<file path="src/include/tim_consts.vh">
// register offsets, field positions and reset values for the tx interrupt / rx teardown block
// assumes a 32-bit axi4-lite register slave with word-aligned registers
`ifndef TIM_CONSTS_VH
`define TIM_CONSTS_VH

// ------------------------------------------------------------
// register byte offsets
// ------------------------------------------------------------
`define TIM_OFF_RX_TEARDOWN 12'h018
`define TIM_OFF_TX_RAW 12'h080
`define TIM_OFF_TX_MASKED 12'h084
`define TIM_OFF_TX_MASK_SET 12'h088
`define TIM_OFF_TX_MASK_CLEAR 12'h08c
`define TIM_OFF_VECTOR 12'h090
`define TIM_OFF_EVT_STATUS 12'h0a0
`define TIM_OFF_EVT_ENABLE 12'h0a4
`define TIM_OFF_EVT_CLEAR 12'h0a8

// ------------------------------------------------------------
// fields and reset values
// ------------------------------------------------------------
`define TIM_TDN_CH_MSB 2
`define TIM_VEC_TX_LSB 16
`define TIM_MASK_RESET 8'h00
`define TIM_EVT_RESET 2'h0
`define TIM_EVT_BIT_TDN 0
`define TIM_EVT_BIT_TX 1

// ------------------------------------------------------------
// axi response codes
// ------------------------------------------------------------
`define TIM_RESP_OKAY 2'b00
`define TIM_RESP_SLVERR 2'b10

`endif

</file>
<file path="src/design/tim_sync.v">
// two-flop synchroniser for a bus of asynchronous levels
// assumes the inputs come from another clock domain or a pin
`timescale 1ns/10ps
module tim_sync #(
   parameter WIDTH = 8
) (
   input wire aclk,
   input wire aresetn,
   input wire [WIDTH-1:0] async_in,
   output reg [WIDTH-1:0] sync_out
);

   reg [WIDTH-1:0] stage1;

   // first stage only feeds the second, to contain metastability
   always @(posedge aclk) begin
      if (!aresetn) begin
         stage1 <= {WIDTH{1'b0}};
         sync_out <= {WIDTH{1'b0}};
      end else begin
         stage1 <= async_in;
         sync_out <= stage1;
      end
   end

endmodule

</file>
<file path="src/design/tim_event_regs.v">
// sticky event status with enable and write-one-to-clear, one level interrupt out
// assumes one-cycle event pulses and one-cycle write strobes on the same clock
`timescale 1ns/10ps
`include "tim_consts.vh"
module tim_event_regs #(
   parameter WIDTH = 2
) (
   input wire aclk,
   input wire aresetn,
   input wire [WIDTH-1:0] event_pulse,
   input wire enable_we,
   input wire clear_we,
   input wire [WIDTH-1:0] wdata,
   output reg [WIDTH-1:0] status,
   output reg [WIDTH-1:0] enable,
   output reg irq
);

   wire [WIDTH-1:0] next_status;

   // a new event wins over a clear in the same cycle so nothing is lost
   assign next_status = (status & ~(clear_we ? wdata : {WIDTH{1'b0}})) | event_pulse;

   always @(posedge aclk) begin
      if (!aresetn) begin
         status <= {WIDTH{1'b0}};
         enable <= {WIDTH{1'b0}};
         irq <= 1'b0;
      end else begin
         status <= next_status;
         if (enable_we) begin
            enable <= wdata;
         end
         irq <= |(next_status & (enable_we ? wdata : enable));
      end
   end

endmodule

</file>
<file path="src/design/tim_tx_irq_teardown.v">
// tx interrupt mask/status registers and rx teardown command, axi4-lite slave
// assumes tx pending levels arrive from another domain; teardown pulse goes to the rx dma
// assumes a synchronous active-low reset held for two edges or more
// assumes the bus master keeps one write and one read in flight at most
// assumes eight tx channels; the vector and the status words have room for no more
// How it works
// writing channel 0..7 to bits 2..0 of teardown register starts that rx teardown
// reading the rx teardown command register always returns zero
// raw tx status bit n shows channel n pending before masking
// masked tx status bit n shows pending only when channel n enabled
// mask set writes enable channels where a one is written, zeros ignored
// mask clear writes disable channels where a one is written, zeros ignored
// set and clear act on eight mask bits, seven down to zero
// tx pending flags appear in vector bits 23..16, bit 16 is channel 0
// mask set and clear reads return the mask, upper bits zero
`timescale 1ns/10ps
`include "tim_consts.vh"
module tim_tx_irq_teardown #(
   parameter NCHAN = 8
) (
   input wire aclk,
   input wire aresetn,
   input wire [11:0] s_axi_awaddr,
   input wire s_axi_awvalid,
   output reg s_axi_awready,
   input wire [31:0] s_axi_wdata,
   input wire [3:0] s_axi_wstrb,
   input wire s_axi_wvalid,
   output reg s_axi_wready,
   output reg [1:0] s_axi_bresp,
   output reg s_axi_bvalid,
   input wire s_axi_bready,
   input wire [11:0] s_axi_araddr,
   input wire s_axi_arvalid,
   output reg s_axi_arready,
   output reg [31:0] s_axi_rdata,
   output reg [1:0] s_axi_rresp,
   output reg s_axi_rvalid,
   input wire s_axi_rready,
   input wire [NCHAN-1:0] tx_pending_in,
   output reg teardown_start,
   output reg [2:0] teardown_channel_select,
   output reg [NCHAN-1:0] tx_irq_line,
   output reg irq
);

   // ------------------------------------------------------------
   // helpers
   // ------------------------------------------------------------

   // widen an eight-bit field to a bus word with zero upper bits
   function [31:0] zext8;
      input [7:0] v;
      begin
         zext8 = {24'h000000, v};
      end
   endfunction

   // ------------------------------------------------------------
   // address decode
   // ------------------------------------------------------------

   // register map, in address order:
   //   teardown command: write only, the low byte lane carries the channel
   //   raw tx status: read only
   //   masked tx status: read only
   //   mask set: write one to enable, reads back the mask
   //   mask clear: write one to disable, reads back the mask
   //   vector: read only, tx pending in the third byte
   //   event status: read only, sticky until cleared
   //   event enable: read and write
   //   event clear: write one to clear, reads zero
   localparam SEL_TDN = 0;
   localparam SEL_RAW = 1;
   localparam SEL_MSK = 2;
   localparam SEL_SET = 3;
   localparam SEL_CLR = 4;
   localparam SEL_VEC = 5;
   localparam SEL_EST = 6;
   localparam SEL_EEN = 7;
   localparam SEL_ECL = 8;
   localparam NSEL = 9;

   // one-hot select of the word at a byte address; the byte lane bits are ignored
   function [NSEL-1:0] reg_sel;
      input [11:0] a;
      begin
         reg_sel = {NSEL{1'b0}};
         case ({a[11:2], 2'b00})
            `TIM_OFF_RX_TEARDOWN: reg_sel[SEL_TDN] = 1'b1;
            `TIM_OFF_TX_RAW: reg_sel[SEL_RAW] = 1'b1;
            `TIM_OFF_TX_MASKED: reg_sel[SEL_MSK] = 1'b1;
            `TIM_OFF_TX_MASK_SET: reg_sel[SEL_SET] = 1'b1;
            `TIM_OFF_TX_MASK_CLEAR: reg_sel[SEL_CLR] = 1'b1;
            `TIM_OFF_VECTOR: reg_sel[SEL_VEC] = 1'b1;
            `TIM_OFF_EVT_STATUS: reg_sel[SEL_EST] = 1'b1;
            `TIM_OFF_EVT_ENABLE: reg_sel[SEL_EEN] = 1'b1;
            `TIM_OFF_EVT_CLEAR: reg_sel[SEL_ECL] = 1'b1;
            default: reg_sel = {NSEL{1'b0}};
         endcase
      end
   endfunction

   // true when the offset is one of the mapped registers
   function mapped;
      input [11:0] a;
      begin
         mapped = |reg_sel(a);
      end
   endfunction

   // ------------------------------------------------------------
   // pending inputs and mask
   // ------------------------------------------------------------
   wire [NCHAN-1:0] tx_pend;
   reg [NCHAN-1:0] tx_mask;
   reg [NCHAN-1:0] tx_pend_q;
   wire [1:0] evt_status;
   wire [1:0] evt_enable;
   wire evt_irq;

   // pending levels come from the tx engine's domain: two flops before any use
   tim_sync #(
      .WIDTH(NCHAN)
   ) i_tim_sync (
      .aclk(aclk),
      .aresetn(aresetn),
      .async_in(tx_pending_in),
      .sync_out(tx_pend)
   );

   // ------------------------------------------------------------
   // write channel: address and data taken in either order
   // ------------------------------------------------------------
   reg aw_held;
   reg w_held;
   reg [11:0] aw_addr;
   reg [31:0] w_data;
   reg [3:0] w_strb;
   wire do_write;
   wire [7:0] wlow;

   assign do_write = aw_held && w_held && !s_axi_bvalid;
   assign wlow = w_strb[0] ? w_data[7:0] : 8'h00;

   // address half: awready pulses while the half is free, so a waiting master
   // loses one cycle at most; held until the pair has been answered
   always @(posedge aclk) begin
      if (!aresetn) begin
         aw_held <= 1'b0;
         aw_addr <= 12'h000;
         s_axi_awready <= 1'b0;
      end else begin
         s_axi_awready <= !aw_held && !s_axi_awready;
         if (s_axi_awvalid && s_axi_awready) begin
            aw_held <= 1'b1;
            aw_addr <= {s_axi_awaddr[11:2], 2'b00};
            s_axi_awready <= 1'b0;
         end
         if (do_write) begin
            aw_held <= 1'b0;
         end
      end
   end

   // data half: only the low byte lane is used later, but the word is kept whole
   always @(posedge aclk) begin
      if (!aresetn) begin
         w_held <= 1'b0;
         w_data <= 32'h00000000;
         w_strb <= 4'h0;
         s_axi_wready <= 1'b0;
      end else begin
         s_axi_wready <= !w_held && !s_axi_wready;
         if (s_axi_wvalid && s_axi_wready) begin
            w_held <= 1'b1;
            w_data <= s_axi_wdata;
            w_strb <= s_axi_wstrb;
            s_axi_wready <= 1'b0;
         end
         if (do_write) begin
            w_held <= 1'b0;
         end
      end
   end

   // response: one answer per pair; bvalid blocks the next pair until it is taken
   always @(posedge aclk) begin
      if (!aresetn) begin
         s_axi_bvalid <= 1'b0;
         s_axi_bresp <= `TIM_RESP_OKAY;
      end else if (do_write) begin
         s_axi_bvalid <= 1'b1;
         s_axi_bresp <= mapped(aw_addr) ? `TIM_RESP_OKAY : `TIM_RESP_SLVERR;
      end else if (s_axi_bvalid && s_axi_bready) begin
         s_axi_bvalid <= 1'b0;
      end
   end

   // ------------------------------------------------------------
   // register effects of writes
   // ------------------------------------------------------------
   wire [NSEL-1:0] wsel;
   wire wr_tdn;
   wire wr_set;
   wire wr_clr;
   wire wr_een;
   wire wr_ecl;

   // decode the held address once; every strobe lasts the single do_write cycle
   assign wsel = do_write ? reg_sel(aw_addr) : {NSEL{1'b0}};
   // a teardown without its low byte lane carries no channel, so it is dropped
   assign wr_tdn = wsel[SEL_TDN] && w_strb[0];
   assign wr_set = wsel[SEL_SET];
   assign wr_clr = wsel[SEL_CLR];
   assign wr_een = wsel[SEL_EEN];
   assign wr_ecl = wsel[SEL_ECL];

   // set and clear in one cycle cannot happen: one write at a time
   always @(posedge aclk) begin
      if (!aresetn) begin
         tx_mask <= `TIM_MASK_RESET;
      end else if (wr_set) begin
         tx_mask <= tx_mask | wlow[NCHAN-1:0];
      end else if (wr_clr) begin
         tx_mask <= tx_mask & ~wlow[NCHAN-1:0];
      end
   end

   // command is a one-cycle pulse; nothing is stored for readback, so the
   // channel output keeps the last command only for the receive engine
   always @(posedge aclk) begin
      if (!aresetn) begin
         teardown_start <= 1'b0;
         teardown_channel_select <= 3'h0;
      end else begin
         teardown_start <= wr_tdn;
         if (wr_tdn) begin
            teardown_channel_select <= w_data[`TIM_TDN_CH_MSB:0];
         end
      end
   end

   // ------------------------------------------------------------
   // outputs and rising-edge events for the sticky status
   // ------------------------------------------------------------
   wire [NCHAN-1:0] tx_rise_vec;
   wire tx_rise;
   wire [7:0] vector_tx_pending_field;

   // only a rise of an enabled channel is an event; a level already high at enable is not
   assign tx_rise_vec = tx_pend & ~tx_pend_q & tx_mask;
   assign tx_rise = |tx_rise_vec;
   // the vector shows the same synchronised flags as the raw status, channel 0 lowest
   assign vector_tx_pending_field = tx_pend;

   // previous pending levels for the rise detector; reset matches the idle low pins
   always @(posedge aclk) begin
      if (!aresetn) begin
         tx_pend_q <= {NCHAN{1'b0}};
      end else begin
         tx_pend_q <= tx_pend;
      end
   end

   // outputs come from flops; irq adds one edge to the event logic's own flop
   always @(posedge aclk) begin
      if (!aresetn) begin
         tx_irq_line <= {NCHAN{1'b0}};
         irq <= 1'b0;
      end else begin
         tx_irq_line <= tx_pend & tx_mask;
         irq <= evt_irq;
      end
   end

   // ------------------------------------------------------------
   // sticky events and the level interrupt
   // ------------------------------------------------------------

   // bit 0 marks a teardown command, bit 1 a rise of an enabled tx channel
   tim_event_regs #(
      .WIDTH(2)
   ) i_tim_event_regs (
      .aclk(aclk),
      .aresetn(aresetn),
      .event_pulse({tx_rise, wr_tdn}),
      .enable_we(wr_een),
      .clear_we(wr_ecl),
      .wdata(w_data[1:0]),
      .status(evt_status),
      .enable(evt_enable),
      .irq(evt_irq)
   );

   // ------------------------------------------------------------
   // read channel
   // ------------------------------------------------------------
   reg [31:0] next_rdata;

   // read mux; write-only and unmapped words read zero
   always @* begin
      next_rdata = 32'h00000000;
      case ({s_axi_araddr[11:2], 2'b00})
         `TIM_OFF_RX_TEARDOWN: next_rdata = 32'h00000000;
         `TIM_OFF_TX_RAW: next_rdata = zext8(tx_pend);
         `TIM_OFF_TX_MASKED: next_rdata = zext8(tx_pend & tx_mask);
         `TIM_OFF_TX_MASK_SET: next_rdata = zext8(tx_mask);
         `TIM_OFF_TX_MASK_CLEAR: next_rdata = zext8(tx_mask);
         `TIM_OFF_VECTOR: next_rdata = {8'h00, vector_tx_pending_field, 16'h0000};
         `TIM_OFF_EVT_STATUS: next_rdata = {30'h0, evt_status};
         `TIM_OFF_EVT_ENABLE: next_rdata = {30'h0, evt_enable};
         default: next_rdata = 32'h00000000;
      endcase
   end

   wire ar_take;
   wire [NSEL-1:0] rsel;

   assign ar_take = s_axi_arvalid && s_axi_arready;
   assign rsel = reg_sel(s_axi_araddr);

   // one read in flight; arready pulses only while no data is waiting
   always @(posedge aclk) begin
      if (!aresetn) begin
         s_axi_arready <= 1'b0;
      end else if (ar_take) begin
         s_axi_arready <= 1'b0;
      end else begin
         s_axi_arready <= !s_axi_rvalid && !s_axi_arready;
      end
   end

   // data and code are caught at the address edge and stand until rready
   always @(posedge aclk) begin
      if (!aresetn) begin
         s_axi_rvalid <= 1'b0;
         s_axi_rdata <= 32'h00000000;
         s_axi_rresp <= `TIM_RESP_OKAY;
      end else if (ar_take) begin
         s_axi_rvalid <= 1'b1;
         s_axi_rdata <= next_rdata;
         s_axi_rresp <= (|rsel) ? `TIM_RESP_OKAY : `TIM_RESP_SLVERR;
      end else if (s_axi_rvalid && s_axi_rready) begin
         s_axi_rvalid <= 1'b0;
      end
   end

endmodule

</file>
<file path="config.mk">
export PLATFORM = sky130hd
export DESIGN_NAME = tim_tx_irq_teardown
export DESIGN_NICKNAME = d
export VERILOG_FILES = /design/src/design/tim_sync.v /design/src/design/tim_event_regs.v /design/src/design/tim_tx_irq_teardown.v
export VERILOG_INCLUDE_DIRS = /design/src /design/src/include
export SDC_FILE = /design/constraint.sdc
export NUM_CORES = 1
export LEC_CHECK = 0
export BUFFER_PORTS_ARGS = -buffer_cell sky130_fd_sc_hd__clkbuf_2
export CORE_UTILIZATION = 45
export DETAILED_ROUTE_END_ITERATION = 7
export HOLD_SLACK_MARGIN = 0.05
export PLACE_DENSITY = 0.8
export SLEW_MARGIN = 20
export SYNTH_ARGS = -nofsm -noshare
export SYNTH_HDL_FRONTEND = slang
export SYNTH_SLANG_ARGS = --single-unit
export TNS_END_PERCENT = 30
</file>
<file path="constraint.sdc">
create_clock -name aclk -period 3.9 [get_ports aclk]
set_input_delay 0.585 -clock aclk [delete_from_list [all_inputs] [get_ports aclk]]
set_output_delay 0.585 -clock aclk [all_outputs]
set_load 0.005 [all_outputs]
</file>
After elaboration in Yosys (flattened, before gate mapping)
Index checks and enable logic that the tools add are counted.
{ "totals": {"ff_bits": 112, "inputBits": 75, "output_inout_bits": 54, "wordCells": 133} }
{ "op_classes": {"n_eq_ne": 18, "mux": 49, "n_bitwise": 12, "n_reduce_logical": 30} }
{ "op_table": {"columns": ["cell", "n"], "rows": [
  ["$eq 10x6->1 const B", 16],
  ["$pmux 24 s6", 1],
  ["$mux 1", 40],
  ["$and 8x8->8", 4],
  ["$mux 8", 3],
  ["$eq 10x3->1 const B", 2],
  ["$reduce_or 9->1", 2],
  ["$not 8->8", 2],
  ["$reduce_or 2->1", 6],
  ["$logic_and 1x1->1", 11],
  ["$mux 9", 1],
  ["$mux 2", 4],
  ["$or 8x8->8", 1],
  ["$reduce_or 8->1", 1],
  ["$logic_not 1->1", 7],
  ["$reduce_bool 2->1", 3],
  ["$and 2x2->2", 2],
  ["$not 2->2", 1],
  ["$or 2x2->2", 1],
  ["$not 1->1", 1]
]} }

Depth between registers and ports, before layout
Gate-level depths: netlist of run 1.
{ "logic_depth": {"word_depth": 9, "mapped_depth": 6, "depth_no_buf": 5} }

Modules after synthesis
From an unflattened synthesis of run 1, not the netlist that was laid out.
{ "hier_totals": {"cells_unflattened": 392, "hier_area_um2": 3691.0} }
{ "by_module_without_submodules": {"columns": ["mod", "n_inst", "cells_each", "area_each_um2", "seq_area_each_um2"], "rows": [
  ["tim_tx_irq_teardown", 1, 341, 3062.9, 1461.4],
  ["tim_sync", 1, 33, 446.7, 320.3],
  ["tim_event_regs", 1, 18, 181.4, 100.1]
]} }

Worst setup path before layout of run 1
No wires, ideal clock.
{ "synth_timing": {"path_kind": "in2reg", "start": "in s_axi_araddr[6]", "end": "reg s_axi_rdata[3]", "setup_time_ns": 0.070, "arrival_time_ns": 1.968, "required_time_ns": 3.830, "setup_slack_ns": 1.862, "path_stages": 5, "path_buffers": 0, "cell_sequence": "or4_1 > nor3b_1 > nand2_1 > or3_1 > a21oi_1"} }
{ "synth_via": {"elab_chain_cells": 3, "word_cells_on_any_way": 9, "classes_between": "eq/ne (7); mux (1); reduce/logical (1)"} }
{ "synth_lines": {"columns": ["item", "line", "source"], "rows": [
  ["start, declared", "tim_tx_irq_teardown.v:33", "input wire [11:0] s_axi_araddr,"],
  ["$eq 10x6->1", null, null],
  ["$reduce_or 2->1 (no source line)", null, null],
  ["$pmux 24 s6 *", "tim_tx_irq_teardown.v:304", "case ({s_axi_araddr[11:2], 2'b00})"],
  ["end signal, assigned", "tim_tx_irq_teardown.v:342", "s_axi_rdata <= next_rdata;"],
  ["end, declared", "tim_tx_irq_teardown.v:36", "output reg [31:0] s_axi_rdata,"]
]} }
Mark *: on every way between the ends. The rest lies on a longest branch, timed or not.
A chain may end at the register's enable or synchronous reset.

Worst setup path in the final report of run 1
Same ends and word-level chain as after synthesis.

==> results of run 1 <==
[cell type report]
class                   instances  area (sq um)
flip-flops and latches         94          1882
fillers                       742          3525
repair buffers                 81         410.4
inverters                       9         33.78
clock buffers                   9         123.9
well taps                     102         127.6
multi-input cells             269          1495
clock inverters                 7         90.09
[final timing paths]
kind                            cells past startpoint  slack [ps]                endpoint
worst min register to register                      1         420  i_tim_sync.sync_out[2]
worst max register to register                      5        1920                register
worst min-delay path                                2         420    i_tim_sync.stage1[4]
worst max-delay path                                6        1890          s_axi_rdata[3]
[cells in the final DEF, fill, tap and decap left out, types with 8 or more instances in the layout]
cell      synthesis  layout
o22ai_1          13      13
conb_1            1      18
inv_1             8       8
nor2_1           27      27
and3_1            8       8
a21oi_1          38      38
dfxtp_1          94      94
a22oi_1           8       8
clkbuf_2          0      79
clkbuf_8          0       9
nand2_1          64      64
and2_1           29      29
mux2i_1          12      12
[per-layer routing]
| metal | part of all wire | track usage |
|---|---|---|
| met5 | 0 | 0 |
| met4 | 0.017 | 0.07937 |
| met1 | 0.47 | 0.2341 |
| met2 | 0.46 | 0.2948 |
| met3 | 0.053 | 0.04020 |
[stage by stage]
stage	worst slack, ps	hold slack (ps)	std cells	util
floorplan	1862	411.9	409	-
global placement	1612	414.6	555	0.5137
detailed placement	1516	419.3	555	0.5137
CTS	1886	407.6	571	0.5415
global route	1701	417.4	571	0.5415
finish	1894	417.3	571	0.5415
[sequential cells by signal, summed over array words and instances, names as in the netlist, 2 cells and up, named ones only]
register,count
s_axi_rdata,16
aw_addr,10
i_tim_sync.stage1,8
i_tim_sync.sync_out,8
tx_irq_line,8
tx_pend_q,8
w_data,8
teardown_channel_select,3
i_tim_event_regs.enable,2
i_tim_event_regs.status,2
[power by group through the flow]
| stage | clock network (mW) | registers, mW | logic (mW) |
|---|---|---|---|
| after floorplan | 0 | 1.02 | 0.0818 |
| after global placement | 0 | 1.03 | 0.103 |
| after detailed placement | 0 | 1.03 | 0.106 |
| after CTS | 0.686 | 1.01 | 0.106 |
| after global routing | 0.730 | 1.01 | 0.121 |
| final | 0.667 | 1.01 | 0.105 |
[kinds of logic (layout without fill, tap and decap cells)]
family / after synthesis / after routing / synth area share
compound gates: 77 / 77 / 0.1295
flops: 94 / 94 / 0.5277
mux: 12 / 12 / 0.03369
buf+inv: 46 / 106 / 0.07087
other cells: 1 / 18 / 0.001052
simple gates: 162 / 162 / 0.2372
==> flow_summary.json, run 1 <==
{
  "grt_max_degree": 40,
  "path_delay_family": "simple AND/OR/NAND/NOR gates",
  "clock_sinks": 94,
  "synth_edf_count": 0,
  "synth_cells": 392,
  "first_iter_violations": 113,
  "final_max_slew_viol_count": 0,
  "ctsResizeCount": 0,
  "r2r_start": "w_held",
  "yosysWarnings": 0,
  "yosysUniqueCellTypes": 45,
  "cap_violations": 0,
  "avgSynthCellArea_sq_um": 9.097,
  "area_growth_syn_to_layout_pct": 16.74,
  "tritoncts": "yes",
  "path_class": "in2reg",
  "netlist.area_leader.share": 0.5277,
  "arrival_ps": 2300,
  "rsz0062_at_grt": "no",
  "finalNetCount": 539,
  "power_frac_clock": 0.375,
  "synth.most_common_cell": "dfxtp_1",
  "ys_async_sr_fraction": 0,
  "max_freq_mhz": 498.6,
  "final_antenna_net_count": 0,
  "crit_buf_inv": 1,
  "core.rowCount": 32,
  "cts_made_buffers": 9,
  "end_kind": "register",
  "placed_area_sq_mm": 0.003949,
  "finalHoldViolCount": 0,
  "synthTopCellsByCount": "dfxtp_1 (94), nand2_1 (64), a21oi_1 (38)",
  "setup_violations": 0,
  "clock-skew-final_ps": 15.35,
  "vdd_drop_max_mv": 0.2246,
  "grt_usage": 0.1824,
  "crit_chain": "clkbuf_2, or4_1, nor3b_1, nand2_1, or3_1, a21oi_1",
  "die_h_microns": 91.02,
  "cp-start-kind": "input port",
  "post_drt_via_cell_ratio": 4.984,
  "hold_buffers": 0,
  "insertion_delay_ps": 360,
  "p_comb_frac": 0.059,
  "start_util": 0.4639,
  "post-cts-setup-buffers": 0,
  "routed_wl_microns": 7162,
  "antenna_found_initial": 0,
  "cpMaxStageDelayCell": "or4_1",
  "tns_ps": 0,
  "p_int_mw": 1.340,
  "min_path_type": "in2reg",
  "p_sw_uw": 437.8,
  "die_area_sq_mm": 0.008285,
  "status": "complete, no violations",
  "die_w_microns": 91.02,
  "io_pins": 129,
  "portBuffers": 79,
  "firstDrtPassIters": 5,
  "fin_crit_sh": 0.5142,
  "syn_area_sq_mm": 0.003566,
  "grt_pass1_wl_microns": 12140,
  "overflow": 0,
  "worst_pin_slew_ps": 644.8,
  "wire_per_inst_microns": 12.54,
  "diodes": 0,
  "synth_area_leaders": "dfxtp_1 (53%), nand2_1 (6.7%), a21oi_1 (5.3%)",
  "gp_congestion": 0.7649,
  "synth_flop_cell": "dfxtp_1",
  "grt_pass1_vias": 2606,
  "root_buffer": "clkbuf_8",
  "cpPeakStageDelay_ps": 540,
  "drc": 0,
  "yosysTopAreaCell": "dfxtp_1",
  "core_sq_mm": 0.007687,
  "worstPathRequired_ps": 4190,
  "ctsHtreeMaxLevel": 3,
  "power_mw": 1.778,
  "p_leak_nw": 1.829,
  "pwr_density_cell_mw_per_mm2": 427.1,
  "cp-startpoint": "s_axi_araddr[6]",
  "relSlewSlack": 0.5691,
  "hp-start": "tx_pending_in[4]",
  "clk_pin_slew_ps": 100,
  "drive_above_1_share": 0.2196,
  "cp_max_fo": 6,
  "dpl.hpwl_microns": 5139,
  "design_area_sq_mm": 0.004163,
  "yosys_register_bits": 94,
  "switching_share": 0.2462,
  "routed-via-count": 2846,
  "cts_max_path_buffers": 2,
  "seq_area_frac_synth": 0.5277,
  "period_needed_ps": 2006,
  "sequentialPowerShare": 0.566
}
(Power assumes the default switching activity.)
==> run 2: changes to the inputs <==
--- a/config.mk
+++ b/config.mk
@@ -6,11 +6,12 @@
 export SDC_FILE = /design/constraint.sdc
 export NUM_CORES = 1
 export LEC_CHECK = 0
+export ABC_AREA = 1
 export BUFFER_PORTS_ARGS = -buffer_cell sky130_fd_sc_hd__clkbuf_2
 export CORE_UTILIZATION = 45
 export DETAILED_ROUTE_END_ITERATION = 7
 export HOLD_SLACK_MARGIN = 0.05
-export PLACE_DENSITY = 0.8
+export PLACE_DENSITY = 0.78
 export SLEW_MARGIN = 20
 export SYNTH_ARGS = -nofsm -noshare
 export SYNTH_HDL_FRONTEND = slang
==> constraint.sdc (replaced) <==
create_clock -name aclk -period 2 [get_ports aclk]
set_input_delay 0.3 -clock aclk [delete_from_list [all_inputs] [get_ports aclk]]
set_output_delay 0.3 -clock aclk [all_outputs]
set_load 0.005 [all_outputs]
==> run 2 against run 1 <==
Sequential share of layout area down 3.4 points. Critical endpoint is now i_tim_event_regs.irq. Final cell count rose by 21%. Highest routed layer unchanged. Worst setup slack got worse by 1300 ps. Largest cell class unchanged. First-iteration DRC count grew 75%. Wire length up 14%. Total power rose by 93%. Count of clock-buffer cells in the layout unchanged.
==> flow_summary.json, run 2 <==
{
  "status": "complete, no violations",
  "period_needed_ps": 1435,
  "layout_common_cells": "nand2_1 (96), dfxtp_1 (94), clkbuf_2 (79), inv_1 (52), nor2_1 (48)",
  "finalNetCount": 654,
  "yosysWarnings": 0,
  "synth_area_leaders": "dfxtp_1 (48%), nand2_1 (9.2%), a21oi_1 (5.4%)",
  "setup_violations": 0,
  "largestRegisters": "s_axi_rdata: 16 flops, aw_addr: 10 flops",
  "hold_buffers": 0,
  "fin_crit_sh": 0.7175,
  "cap_violations": 0,
  "sequentialPowerShare": 0.577,
  "post_drt_via_cell_ratio": 4.807,
  "max_freq_mhz": 696.8,
  "grt_pass1_wl_microns": 13480,
  "pwr_density_cell_mw_per_mm2": 760.3,
  "path_class": "reg2reg",
  "clock_sinks": 94,
  "die_area_sq_mm": 0.009040,
  "cpMaxStageDelayCell": "dfxtp_1",
  "area_growth_syn_to_layout_pct": 15.47,
  "tns_ps": 0,
  "dpl_worst_slack_ps": 568.7,
  "avgSynthCellArea_sq_um": 7.782,
  "antenna_found_initial": 0,
  "p_comb_frac": 0.077,
  "routed_wl_microns": 8154,
  "yosysTopAreaCell": "dfxtp_1",
  "cts_made_buffers": 9,
  "layout.cells.non_filler": 689,
  "p_leak_nw": 2.137,
  "crit_chain": "inv_2, nor2_4, nand3_2, nor2_4, nand3_2, o21ai_1, nand3_1, nand2_1",
  "root_buffer": "clkbuf_8",
  "grt_max_degree": 52,
  "crit_buf_inv": 1,
  "firstDrtPassIters": 5,
  "arrival_ps": 1730,
  "final_max_slew_viol_count": 0,
  "yosysUniqueCellTypes": 37,
  "grt_use_met3": 0.03429,
  "layout_commonest_cell": "nand2_1",
  "worst_slack_ps": 564.9,
  "p_sw_uw": 921.4,
  "synth.most_common_cell": "nand2_1",
  "placedCellCount": 673,
  "die_h_microns": 95.08,
  "io_pins": 129,
  "grt_pass1_vias": 2983,
  "p_int_mw": 2.501,
  "switching_share": 0.2692,
  "cp_max_fo": 4,
  "clock-skew-final_ps": 12.29,
  "power_frac_clock": 0.346,
  "core_sq_mm": 0.008299,
  "use_met1": 0.2443,
  "gp_congestion": 0.8449,
  "grt_usage": 0.1931,
  "post-cts-setup-buffers": 0,
  "syn_area_sq_mm": 0.003899,
  "clk_pin_slew_ps": 100,
  "portBuffers": 79,
  "netlist.area_leader.share": 0.4827,
  "drive_above_1_share": 0.2432,
  "insertion_delay_ps": 370,
  "core.rowCount": 33,
  "path_delay_family": "simple AND/OR/NAND/NOR gates",
  "fill_cells": 776,
  "drc": 0,
  "ctsResizeCount": 0,
  "design_area_sq_mm": 0.004502,
  "tritoncts": "yes",
  "dpl.hpwl_microns": 5986,
  "seq_area_frac_synth": 0.4827,
  "start_util": 0.4698,
  "overflow": 0,
  "first_iter_violations": 198,
  "largest_reg_flops": 16,
  "synth_edf_count": 0,
  "vdd_drop_max_mv": 0.3544,
  "min_path_type": "in2reg",
  "cts_max_path_buffers": 2,
  "rsz0062_at_grt": "no",
  "max_flop_register": "s_axi_rdata",
  "worstPathRequired_ps": 2300,
  "diodes": 0,
  "cpPeakStageDelay_ps": 360,
  "placed_area_sq_mm": 0.004317,
  "ctsHtreeMaxLevel": 3,
  "synthTopCellsByCount": "nand2_1 (96), dfxtp_1 (94), inv_1 (52)",
  "grt.busiest_layer": "met2",
  "cp-start-kind": "register",
  "wire_per_inst_microns": 11.83,
  "routed-via-count": 3312,
  "synth_cells": 501,
  "use_met2": 0.3155,
  "end_kind": "register",
  "finalHoldViolCount": 0,
  "yosys_register_bits": 94,
  "final_antenna_net_count": 0,
  "die_w_microns": 95.08,
  "ys_async_sr_fraction": 0,
  "synth_flop_cell": "dfxtp_1"
}
-- run 2: cell count changes after synthesis, sizes merged, moves of 23 or more --
| cell | previous run | this run |
|---|---|---|
| nand2 | 64 | 102 |
| o21ai | 5 | 28 |
| and2 | 29 | 1 |
| nor2 | 28 | 58 |
| nand3 | 2 | 33 |
| inv | 8 | 61 |
-- run 2: through the flow --
stage                     hold WS, ps  utilization  total power [mW]
after floorplan                 390.5            -             2.207
after global placement          393.6       0.5201             2.270
after detailed placement        396.9       0.5201             2.281
after CTS                       89.04       0.5424             3.451
after global routing            101.4       0.5424             3.572
final                           106.4       0.5424             3.423
-- run 2: tightest hold or removal path: cells and delay by family --
kind | cells | cell delay (ps)
buffers and inverters | 2 | 110
AND/OR/NAND/NOR | 1 | 40
-- run 2: power by group through the flow --
stage	combinational [mW]	clock, mW	sequential, mW
CTS	0.266	1.21	1.97
global route	0.305	1.28	1.98
floorplan	0.201	0	2.01
finish	0.264	1.18	1.97
detailed placement	0.264	0	2.02
global placement	0.257	0	2.01
-- run 2: final cells by class --
type | instances | area [sq um] | share of cell area
clock buffer | 9 | 123.9 | 0.02752
sequential | 94 | 1882 | 0.4180
tap | 105 | 131.4 | 0.02918
multi-input combinational | 326 | 1629 | 0.3619
clock inverter | 7 | 61.31 | 0.01362
timing repair buffer | 83 | 425.4 | 0.09450
inverter | 65 | 249.0 | 0.05531
-- run 2: worst paths after layout --
check / endpoint / depth (start not counted) / slack [ps] / startpoint
setup / recovery: i_tim_event_regs.irq / 8 / 560 / w_held
hold / removal: i_tim_sync.stage1[7] / 3 / 110 / tx_pending_in[7]
setup reg to reg: i_tim_event_regs.irq / 8 / 560 / w_held
hold reg to reg: i_tim_sync.sync_out[5] / 2 / 420 / i_tim_sync.stage1[5]
-- run 2: cell families (layout without fill, tap and decap cells) --
kind of cell / count (synthesis) / after routing / share of synthesized area
AO/OA/AOI/OAI: 82 / 82 / 0.1162
other: 1 / 18 / 0.0009618
AND/OR/NAND/NOR: 226 / 226 / 0.2843
buffers and inverters: 98 / 164 / 0.1159
flip-flops: 94 / 94 / 0.4827
-- run 2: layer usage --
layer	share of wire	routed length [microns]	up-vias
met5	0	0	-
met4	0.033	266	0
met3	0.047	386	24
met2	0.47	3847	103
met1	0.45	3654	1474
li1	-	-	1711
